<file path="src/logic/rvt_defs.svh">
// Purpose: Constants for the reset entry and vector table map
// Assumes: Program addresses are 24 bits, two units per entry
// Notes: Included by the package and the top module
`ifndef RVT_DEFS_SVH
`define RVT_DEFS_SVH
`define RVT_ADDR_W 24
`define RVT_RESET_ADDR 24'h00_0000
`define RVT_PRI_BASE 24'h00_0004
`define RVT_ALT_OFFSET 24'h00_0100
`define RVT_TRAP_FIRST 4'h1
`define RVT_NUM_TRAPS 8
`define RVT_IRQ_FIRST 8'h08
`define RVT_NUM_IRQ 118
`define RVT_IRQ_W 7
`endif

</file>
<file path="src/logic/rvt_pkg.sv">
// Purpose: Types for the reset entry and vector table map
// Assumes: rvt_defs.svh holds the numbers
// Notes: Request and answer travel as packed structs
`include "rvt_defs.svh"
package rvt_pkg;
   typedef enum logic [2:0] {
      RVT_TRAP_OSC,
      RVT_TRAP_ADDR,
      RVT_TRAP_STACK,
      RVT_TRAP_MATH,
      RVT_TRAP_DMA
   } rvt_trap_t;
   typedef enum {RVT_RESET, RVT_RUN} rvt_phase_t;
   typedef struct packed {
      logic trap_valid;
      logic [2:0] trap_code;
      logic irq_valid;
      logic [`RVT_IRQ_W-1:0] irq_num;
      logic alt_table_select;
   } rvt_req_t;
   typedef struct packed {
      logic fetch_valid;
      logic [`RVT_ADDR_W-1:0] fetch_addr;
      logic is_trap;
      logic [`RVT_IRQ_W-1:0] entry_index;
   } rvt_ans_t;
   typedef struct packed {
      rvt_phase_t phase;
      logic start_fetch;
      logic [`RVT_ADDR_W-1:0] program_counter;
      logic load_pc;
      rvt_ans_t ans;
   } rvt_state_t;
endpackage

</file>
<file path="src/logic/rvt_map.sv">
// Purpose: Reset entry and vector table address generation
// Assumes: Requests come from same-clock interrupt logic
// Notes: Every output is a field of the registered state
`timescale 1ns/1ps
`include "rvt_defs.svh"
module rvt_map
   import rvt_pkg::*;
#(
   parameter int NUM_IRQ = `RVT_NUM_IRQ
)(
   input wire logic clock,
   input wire logic rst_n,
   input wire rvt_req_t req,
   input wire logic vec_data_valid,
   input wire logic [`RVT_ADDR_W-1:0] vec_data,
   output rvt_ans_t ans,
   output logic start_fetch,
   output logic [`RVT_ADDR_W-1:0] program_counter,
   output logic load_pc
);
   // Table layout from the shared constants
   localparam logic [`RVT_ADDR_W-1:0] RESET_ADDR = `RVT_RESET_ADDR;
   localparam logic [`RVT_ADDR_W-1:0] PRI_BASE = `RVT_PRI_BASE;
   localparam logic [`RVT_ADDR_W-1:0] ALT_OFFSET = `RVT_ALT_OFFSET;
   // Slot numbers count entries from the table base
   localparam logic [7:0] TRAP_FIRST = {4'h0, `RVT_TRAP_FIRST};
   localparam logic [7:0] IRQ_FIRST = `RVT_IRQ_FIRST;
   localparam logic [2:0] LAST_TRAP = 3'(RVT_TRAP_DMA);
   localparam int TRAP_SLOTS = `RVT_NUM_TRAPS;

   // Parameter checks: the vector count must fit the table and its field
   if (NUM_IRQ < 1) begin : g_irq_low
      $error("NUM_IRQ must be at least one");
   end
   if (NUM_IRQ > `RVT_NUM_IRQ) begin : g_irq_high
      $error("NUM_IRQ exceeds the interrupt vectors of one table");
   end
   if (NUM_IRQ > (1 << `RVT_IRQ_W)) begin : g_irq_field
      $error("NUM_IRQ does not fit the interrupt number field");
   end
   // The index field carries a trap code or an interrupt number
   if (`RVT_IRQ_W != 7) begin : g_index_w
      $error("Index field must be seven bits wide");
   end

   // Layout checks: a handler address is one 24-bit entry
   if (`RVT_ADDR_W != 24) begin : g_addr_w
      $error("Vector entries must be 24 bits wide");
   end
   // The reset jump takes the two words below the table base
   if (RESET_ADDR + 24'h00_0004 != PRI_BASE) begin : g_reset_words
      $error("Table base must follow the two reset words");
   end
   // Entries are two units apart, so both table bases must be even
   if (PRI_BASE[0] != 1'b0) begin : g_pri_even
      $error("Primary table base must be even");
   end
   if (ALT_OFFSET[0] != 1'b0) begin : g_alt_even
      $error("Alternate table offset must be even");
   end
   // Reserved word, traps and their reserved words end where interrupts start
   if (int'(IRQ_FIRST) != TRAP_SLOTS) begin : g_trap_slots
      $error("Interrupt slots must follow the trap slots");
   end
   if (int'(TRAP_FIRST) + int'(LAST_TRAP) >= TRAP_SLOTS) begin : g_trap_fit
      $error("Trap vectors overrun the trap slots");
   end
   // The whole primary table must sit below the alternate one
   if (2 * (TRAP_SLOTS + NUM_IRQ) > int'(ALT_OFFSET)) begin : g_alt_gap
      $error("Primary table overlaps the alternate table");
   end

   // Registered state and its next value
   rvt_state_t st;
   rvt_state_t next_st;

   // Request decode results, settled within the cycle
   logic trap_hit;
   logic irq_hit;
   logic lookup_hit;
   logic lookup_is_trap;
   logic [`RVT_IRQ_W-1:0] lookup_index;
   logic [7:0] lookup_slot;
   logic [`RVT_ADDR_W-1:0] lookup_addr;

   // A trap request names one of the five implemented trap vectors
   function automatic logic trap_code_ok(input logic [2:0] code);
      return code <= LAST_TRAP;
   endfunction

   // An interrupt request names a vector that this table holds
   function automatic logic irq_num_ok(input logic [`RVT_IRQ_W-1:0] num);
      return 32'(num) < NUM_IRQ;
   endfunction

   // Slot of a trap vector: the reserved word at the base comes first
   function automatic logic [7:0] trap_slot(input logic [2:0] code);
      return {5'h00, code} + TRAP_FIRST;
   endfunction

   // Slot of an interrupt vector: after the traps and two reserved words
   function automatic logic [7:0] irq_slot(input logic [`RVT_IRQ_W-1:0] num);
      return {1'b0, num} + IRQ_FIRST;
   endfunction

   // Base of the table in use; the alternate one sits above the primary
   function automatic logic [`RVT_ADDR_W-1:0] table_base(input logic alt);
      logic [`RVT_ADDR_W-1:0] base;
      base = PRI_BASE;
      if (alt) begin
         base = PRI_BASE + ALT_OFFSET;
      end
      return base;
   endfunction

   // Entry address: table base plus two address units per slot
   function automatic logic [`RVT_ADDR_W-1:0] entry_addr(input logic alt,
                                                         input logic [7:0] slot);
      return table_base(alt) + {15'h0000, slot, 1'b0};
   endfunction

   // Answer word for one lookup; the valid bit lasts a single cycle
   function automatic rvt_ans_t make_answer(input logic is_trap,
                                            input logic [`RVT_IRQ_W-1:0] index,
                                            input logic [`RVT_ADDR_W-1:0] addr);
      rvt_ans_t a;
      a = '0;
      a.fetch_valid = 1'b1;
      a.is_trap = is_trap;
      a.entry_index = index;
      a.fetch_addr = addr;
      return a;
   endfunction

   // Reset entry: straight to address zero, no table lookup and no arbitration
   function automatic rvt_state_t reset_entry(input rvt_state_t s);
      rvt_state_t n;
      n = s;
      n.phase = RVT_RUN;
      n.start_fetch = 1'b1;
      n.program_counter = RESET_ADDR;
      return n;
   endfunction

   // Handler entry: the fetched vector word becomes the program counter
   function automatic rvt_state_t load_handler(input rvt_state_t s,
                                               input logic [`RVT_ADDR_W-1:0] addr);
      rvt_state_t n;
      n = s;
      n.program_counter = addr;
      n.load_pc = 1'b1;
      return n;
   endfunction

   // Request decode: traps sit lower in the table, so they outrank interrupts
   always_comb begin
      // Interrupt path by default
      trap_hit = req.trap_valid && trap_code_ok(req.trap_code);
      irq_hit = req.irq_valid && irq_num_ok(req.irq_num);
      lookup_hit = trap_hit || irq_hit;
      lookup_is_trap = trap_hit;
      lookup_index = req.irq_num;
      lookup_slot = irq_slot(req.irq_num);
      if (trap_hit) begin
         // A trap drops any coincident interrupt request
         lookup_index = {4'h0, req.trap_code};
         lookup_slot = trap_slot(req.trap_code);
      end
      lookup_addr = entry_addr(req.alt_table_select, lookup_slot);
   end

   // Next state: reset entry first, then table lookups and handler loads
   always_comb begin
      next_st = st;
      next_st.start_fetch = 1'b0;
      next_st.load_pc = 1'b0;
      next_st.ans.fetch_valid = 1'b0;
      case (st.phase)
         RVT_RESET: begin
            next_st = reset_entry(next_st);
         end
         RVT_RUN: begin
            // Answer a lookup; address, index and kind stand until the next one
            if (lookup_hit) begin
               next_st.ans = make_answer(lookup_is_trap, lookup_index, lookup_addr);
            end
            // Load the handler address that the fetch side read
            if (vec_data_valid) begin
               next_st = load_handler(next_st, vec_data);
            end
         end
         default: begin
            next_st.phase = RVT_RESET;
         end
      endcase
   end

   // State register; reset clears everything, program counter to zero
   always_ff @(posedge clock or negedge rst_n) begin
      if (!rst_n) begin
         st <= '0;
      end else begin
         st <= next_st;
      end
   end

   // Lookup answer straight from the state register
   assign ans = st.ans;
   // Reset entry pulse
   assign start_fetch = st.start_fetch;
   // Program counter and its load pulse
   assign program_counter = st.program_counter;
   assign load_pc = st.load_pc;
endmodule

</file>
<file path="config.mk">
export PLATFORM = sky130hd
export DESIGN_NAME = rvt_map
export DESIGN_NICKNAME = d
export VERILOG_FILES = /design/src/logic/rvt_pkg.sv /design/src/logic/rvt_map.sv
export VERILOG_INCLUDE_DIRS = /design/src /design/src/logic
export SDC_FILE = /design/constraint.sdc
export NUM_CORES = 1
export LEC_CHECK = 0
export BUFFER_PORTS_ARGS = -buffer_cell sky130_fd_sc_hd__buf_4
export CORE_UTILIZATION = 44
export DETAILED_ROUTE_END_ITERATION = 10
export GPL_ROUTABILITY_DRIVEN = 0
export PLACE_DENSITY_LB_ADDON = 0.2
export SLEW_MARGIN = 20
export SYNTH_ARGS = -nofsm -noshare
export SYNTH_HDL_FRONTEND = slang
export SYNTH_SLANG_ARGS = --single-unit
export TNS_END_PERCENT = 5
</file>
<file path="constraint.sdc">
create_clock -name clock -period 1 [get_ports clock]
set_input_delay 0.3 -clock clock [delete_from_list [all_inputs] [get_ports clock]]
set_output_delay 0.3 -clock clock [all_outputs]
set_load 0.03 [all_outputs]
</file>
==> summary.txt <==
Outcome -> finished with violations
Failing checks -> negative setup slack
Total GRT Usage -> 0.193
WL final -> 5.47 mm
Met2 Use GR -> 0.341
Vias -> 1,971
Critical path required time -> 1.19 ns
Num rows -> 27
RSZ-0062 raised after global routing -> true
ANT nets after route -> 0
Clock Sink Count -> 45
Worst Skew -> 0.00278 ns
Final core utilization -> 0.682
P&R area growth vs syn -> 47.8%
Post-synth top area share -> 0.440
Leak Pwr -> 1.89 nW
Fillcell total -> 448
Global-route wire length before repair -> 9.09 mm
Sequential fraction of the synthesis area -> 0.440
Commonest non-fill, non-tap cell in the layout -> buf_4
Hold WS -> 0.251 ns
R2r startpoint -> st[59]$_DFFE_PN0N_
Core area -> 5540 µm²
Number of diodes -> 0
Placed inst area -> 3270 µm²
Crit path time final -> 1.70 ns
Final Hold Viols -> 0
Cells after synthesis -> 265
Max Slew Vio Count -> 0
Yosys top cell by area -> dfrtp_1
Worst slew pin tran -> 0.524 ns
Placed insts -> 404
Root Driver -> clkbuf_8
Worst stage delay on the critical path -> 0.28 ns
Clk pwr share -> 0.264
Combinational Power Share -> 0.338
Total gr overflow -> 0
Worst-Skew Late Latency -> 0.29 ns
Die Y -> 78.3 µm
Post-route DRC -> 0
Fraction of layout cells with a size suffix above 1 -> 0.468
Mapped Avg Cell Area -> 9.66 µm²
Synth area leaders -> dfrtp_1 44%, buf_4 17%, mux2i_1 9.8%, nor2_1 4.8%, nand2_1 3.8%
Vias/cell -> 4.69
Cells on Worst Hold Path -> 3
Synth warnings -> 0
Place WS -> -1.03 ns
CTS buffer count -> 5
Design area -> 3780 µm²
Number of synthesized register bits -> 45
Hold path start -> vec_data[18]
CP Launch Type -> input pin
Most frequent cells in the layout -> 72 x buf_4, 47 x buf_6, 45 x dfrtp_1
Initial antenna violation count -> 0
Sw Ratio -> 0.313
Detailed Place HPWL -> 4.02 mm
I/O Buffers -> 83
CP Class -> input pin to flip-flop
Number of global-route vias before repair -> 1,958
Slowest library cell on the worst path -> o31ai_1
P_sw -> 1.67 mW
Largest net degree at the start of global routing -> 27
Clk slew on worst S/H paths -> 0.08 ns
IR Drop Worst-Case VDD -> 813 µV
Critical path fanouts, max -> 5
Hold Crit Class -> input pin to flip-flop
Reg power frac -> 0.399
Fin nets -> 393
Yosys cell types -> 38
Setup ws final -> -0.701 ns
R2R setup slack -> -0.15 ns
Initial Util -> 0.462
CP endpoint kind -> flip-flop
Chip width -> 78.3 µm
Drt pass-1 iters -> 4
# H-tree levels -> 2
Met1 usage -> 0.230
Total Power -> 5.32 mW
Die area -> 6120 µm²
Avg WL per Cell -> 13.0 µm
Busiest grt layer -> met2
# setup viols final -> 62
Synth Cell Area -> 2560 µm²
Fin Setup TNS -> -14.63 ns
Non-filler instance count after layout -> 420
Worst r2r dst -> ans[16]$_DFFE_PN0P_
Hold Path Sink -> program_counter[18]$_DFFE_PN0P_
Io pins -> 99
GR Util met3 -> 0.0314
Max-cap violations -> 0
DRT iter0 DRCs -> 44
Final Cycle Share -> 1.70
P_int -> 3.65 mW
Critical path, cell by cell -> buf_12, inv_12, ha_4, nand2b_4, buf_6, a21oi_4, nor2_2, ha_2, nor3b_4, xor2_1, o31ai_1
Max-Slew Margin vs Limit -> 0.651
CTS tree -> yes
Max Clock Freq -> 588 MHz
Worst-case reg-to-reg path depth -> 3
Clock Path Buffers -> 2
Crit path DAT -> 1.89 ns
Power per standard cell area -> 1410 nW/µm²
-- sequential cells by signal, summed over array words and instances, names as in the netlist --
signal and flops:
program_counter 24, load_pc 1, start_fetch 1, st 1
ans 18
-- synth_stat cells --
cell and number:
dfrtp_1 45, nor4b_2 1, clkinv_1 1, a21o_1 1, mux2i_1 25, or4b_1 1
nor2b_1 1, nand3_1 4, xnor2_1 3, o31ai_1 2, and4_1 1, nand2b_1 3
and2_1 3, buf_4 58, nor3_1 1, buf_2 6, a21oi_2 1, nor3b_1 1
ha_1 6, nor2_1 33, o211ai_1 1, or4_1 1, clkbuf_1 3, and3_1 1
o21ai_0 1, o21a_1 2, inv_2 1, nand3b_1 1, a21oi_1 5, a221oi_2 1
inv_1 4, nand2_1 26, o21ai_1 12, a31oi_1 2, a2111oi_0 1, xor2_1 3
a2111oi_2 1, conb_1 2
-- per-layer routing --
layer	wire length [µm]	vias to the layer above	part of all wire
met5	0	-	0
met4	98	0	0.018
met3	260	8	0.048
met2	2940	64	0.54
met1	2170	933	0.40
li1	-	966	-
-- power by group through the flow --
stage | registers (mW) | clock network, mW | logic (mW)
floorplan | 2.11 | 0 | 1.14
global placement | 2.12 | 0 | 1.54
detailed placement | 2.12 | 0 | 1.56
CTS | 2.12 | 1.42 | 1.74
global route | 2.14 | 1.51 | 1.92
finish | 2.12 | 1.40 | 1.80
-- cell type report --
cell class / count / area (µm²) / share of cell area
timing repair buffer: 128 / 1240 / 0.328
multi-input combinational: 161 / 1170 / 0.308
sequential: 45 / 1130 / 0.298
tap: 72 / 90.1 / 0.0238
clock buffer: 7 / 86.3 / 0.0228
inverter: 6 / 42.5 / 0.0113
clock inverter: 1 / 30.0 / 0.00794
-- logic make-up after synthesis --
logic type / after synthesis / synth area share
buf+inv: 73 / 0.195
simple gates: 78 / 0.138
fa+ha+maj: 6 / 0.0293
flops: 45 / 0.440
mux: 25 / 0.0978
other cells: 2 / 0.00294
compound gates: 30 / 0.0763
xor+xnor: 6 / 0.0205
-- worst max path at each step --
stage / startpoint / slack, ns / depth (start not counted) / to
global route: req[9] / -0.80 / 9 / ans[14]$_DFFE_PN0P_
finish: req[10] / -0.70 / 11 / ans[14]$_DFFE_PN0P_
detailed placement: req[10] / -1.03 / 11 / ans[17]$_DFFE_PN0P_
global placement: req[10] / -0.99 / 11 / ans[17]$_DFFE_PN0P_
floorplan: req[10] / -0.87 / 11 / ans[17]$_DFFE_PN0P_
CTS: req[10] / -0.65 / 11 / ans[17]$_DFFE_PN0P_
-- repair_timing --
item                                    in CTS  in global routing
resized for setup                           61                 16
hold buffers                                 1                  0
buffers inserted                             6                  1
endpoints found under the setup margin      62                 64
pin swaps                                   10                  8
hold endpoints to repair                    12                  0
-- critical path: cells and delay by family --
family	cells	cell delay (ns)
XOR/XNOR	1	0.16
adder cells (fa/ha/maj)	2	0.35
buffers and inverters	3	0.27
AND/OR/NAND/NOR	3	0.40
AO/OA/AOI/OAI	2	0.41
No activity file was read; power rests on OpenSTA's default activity.
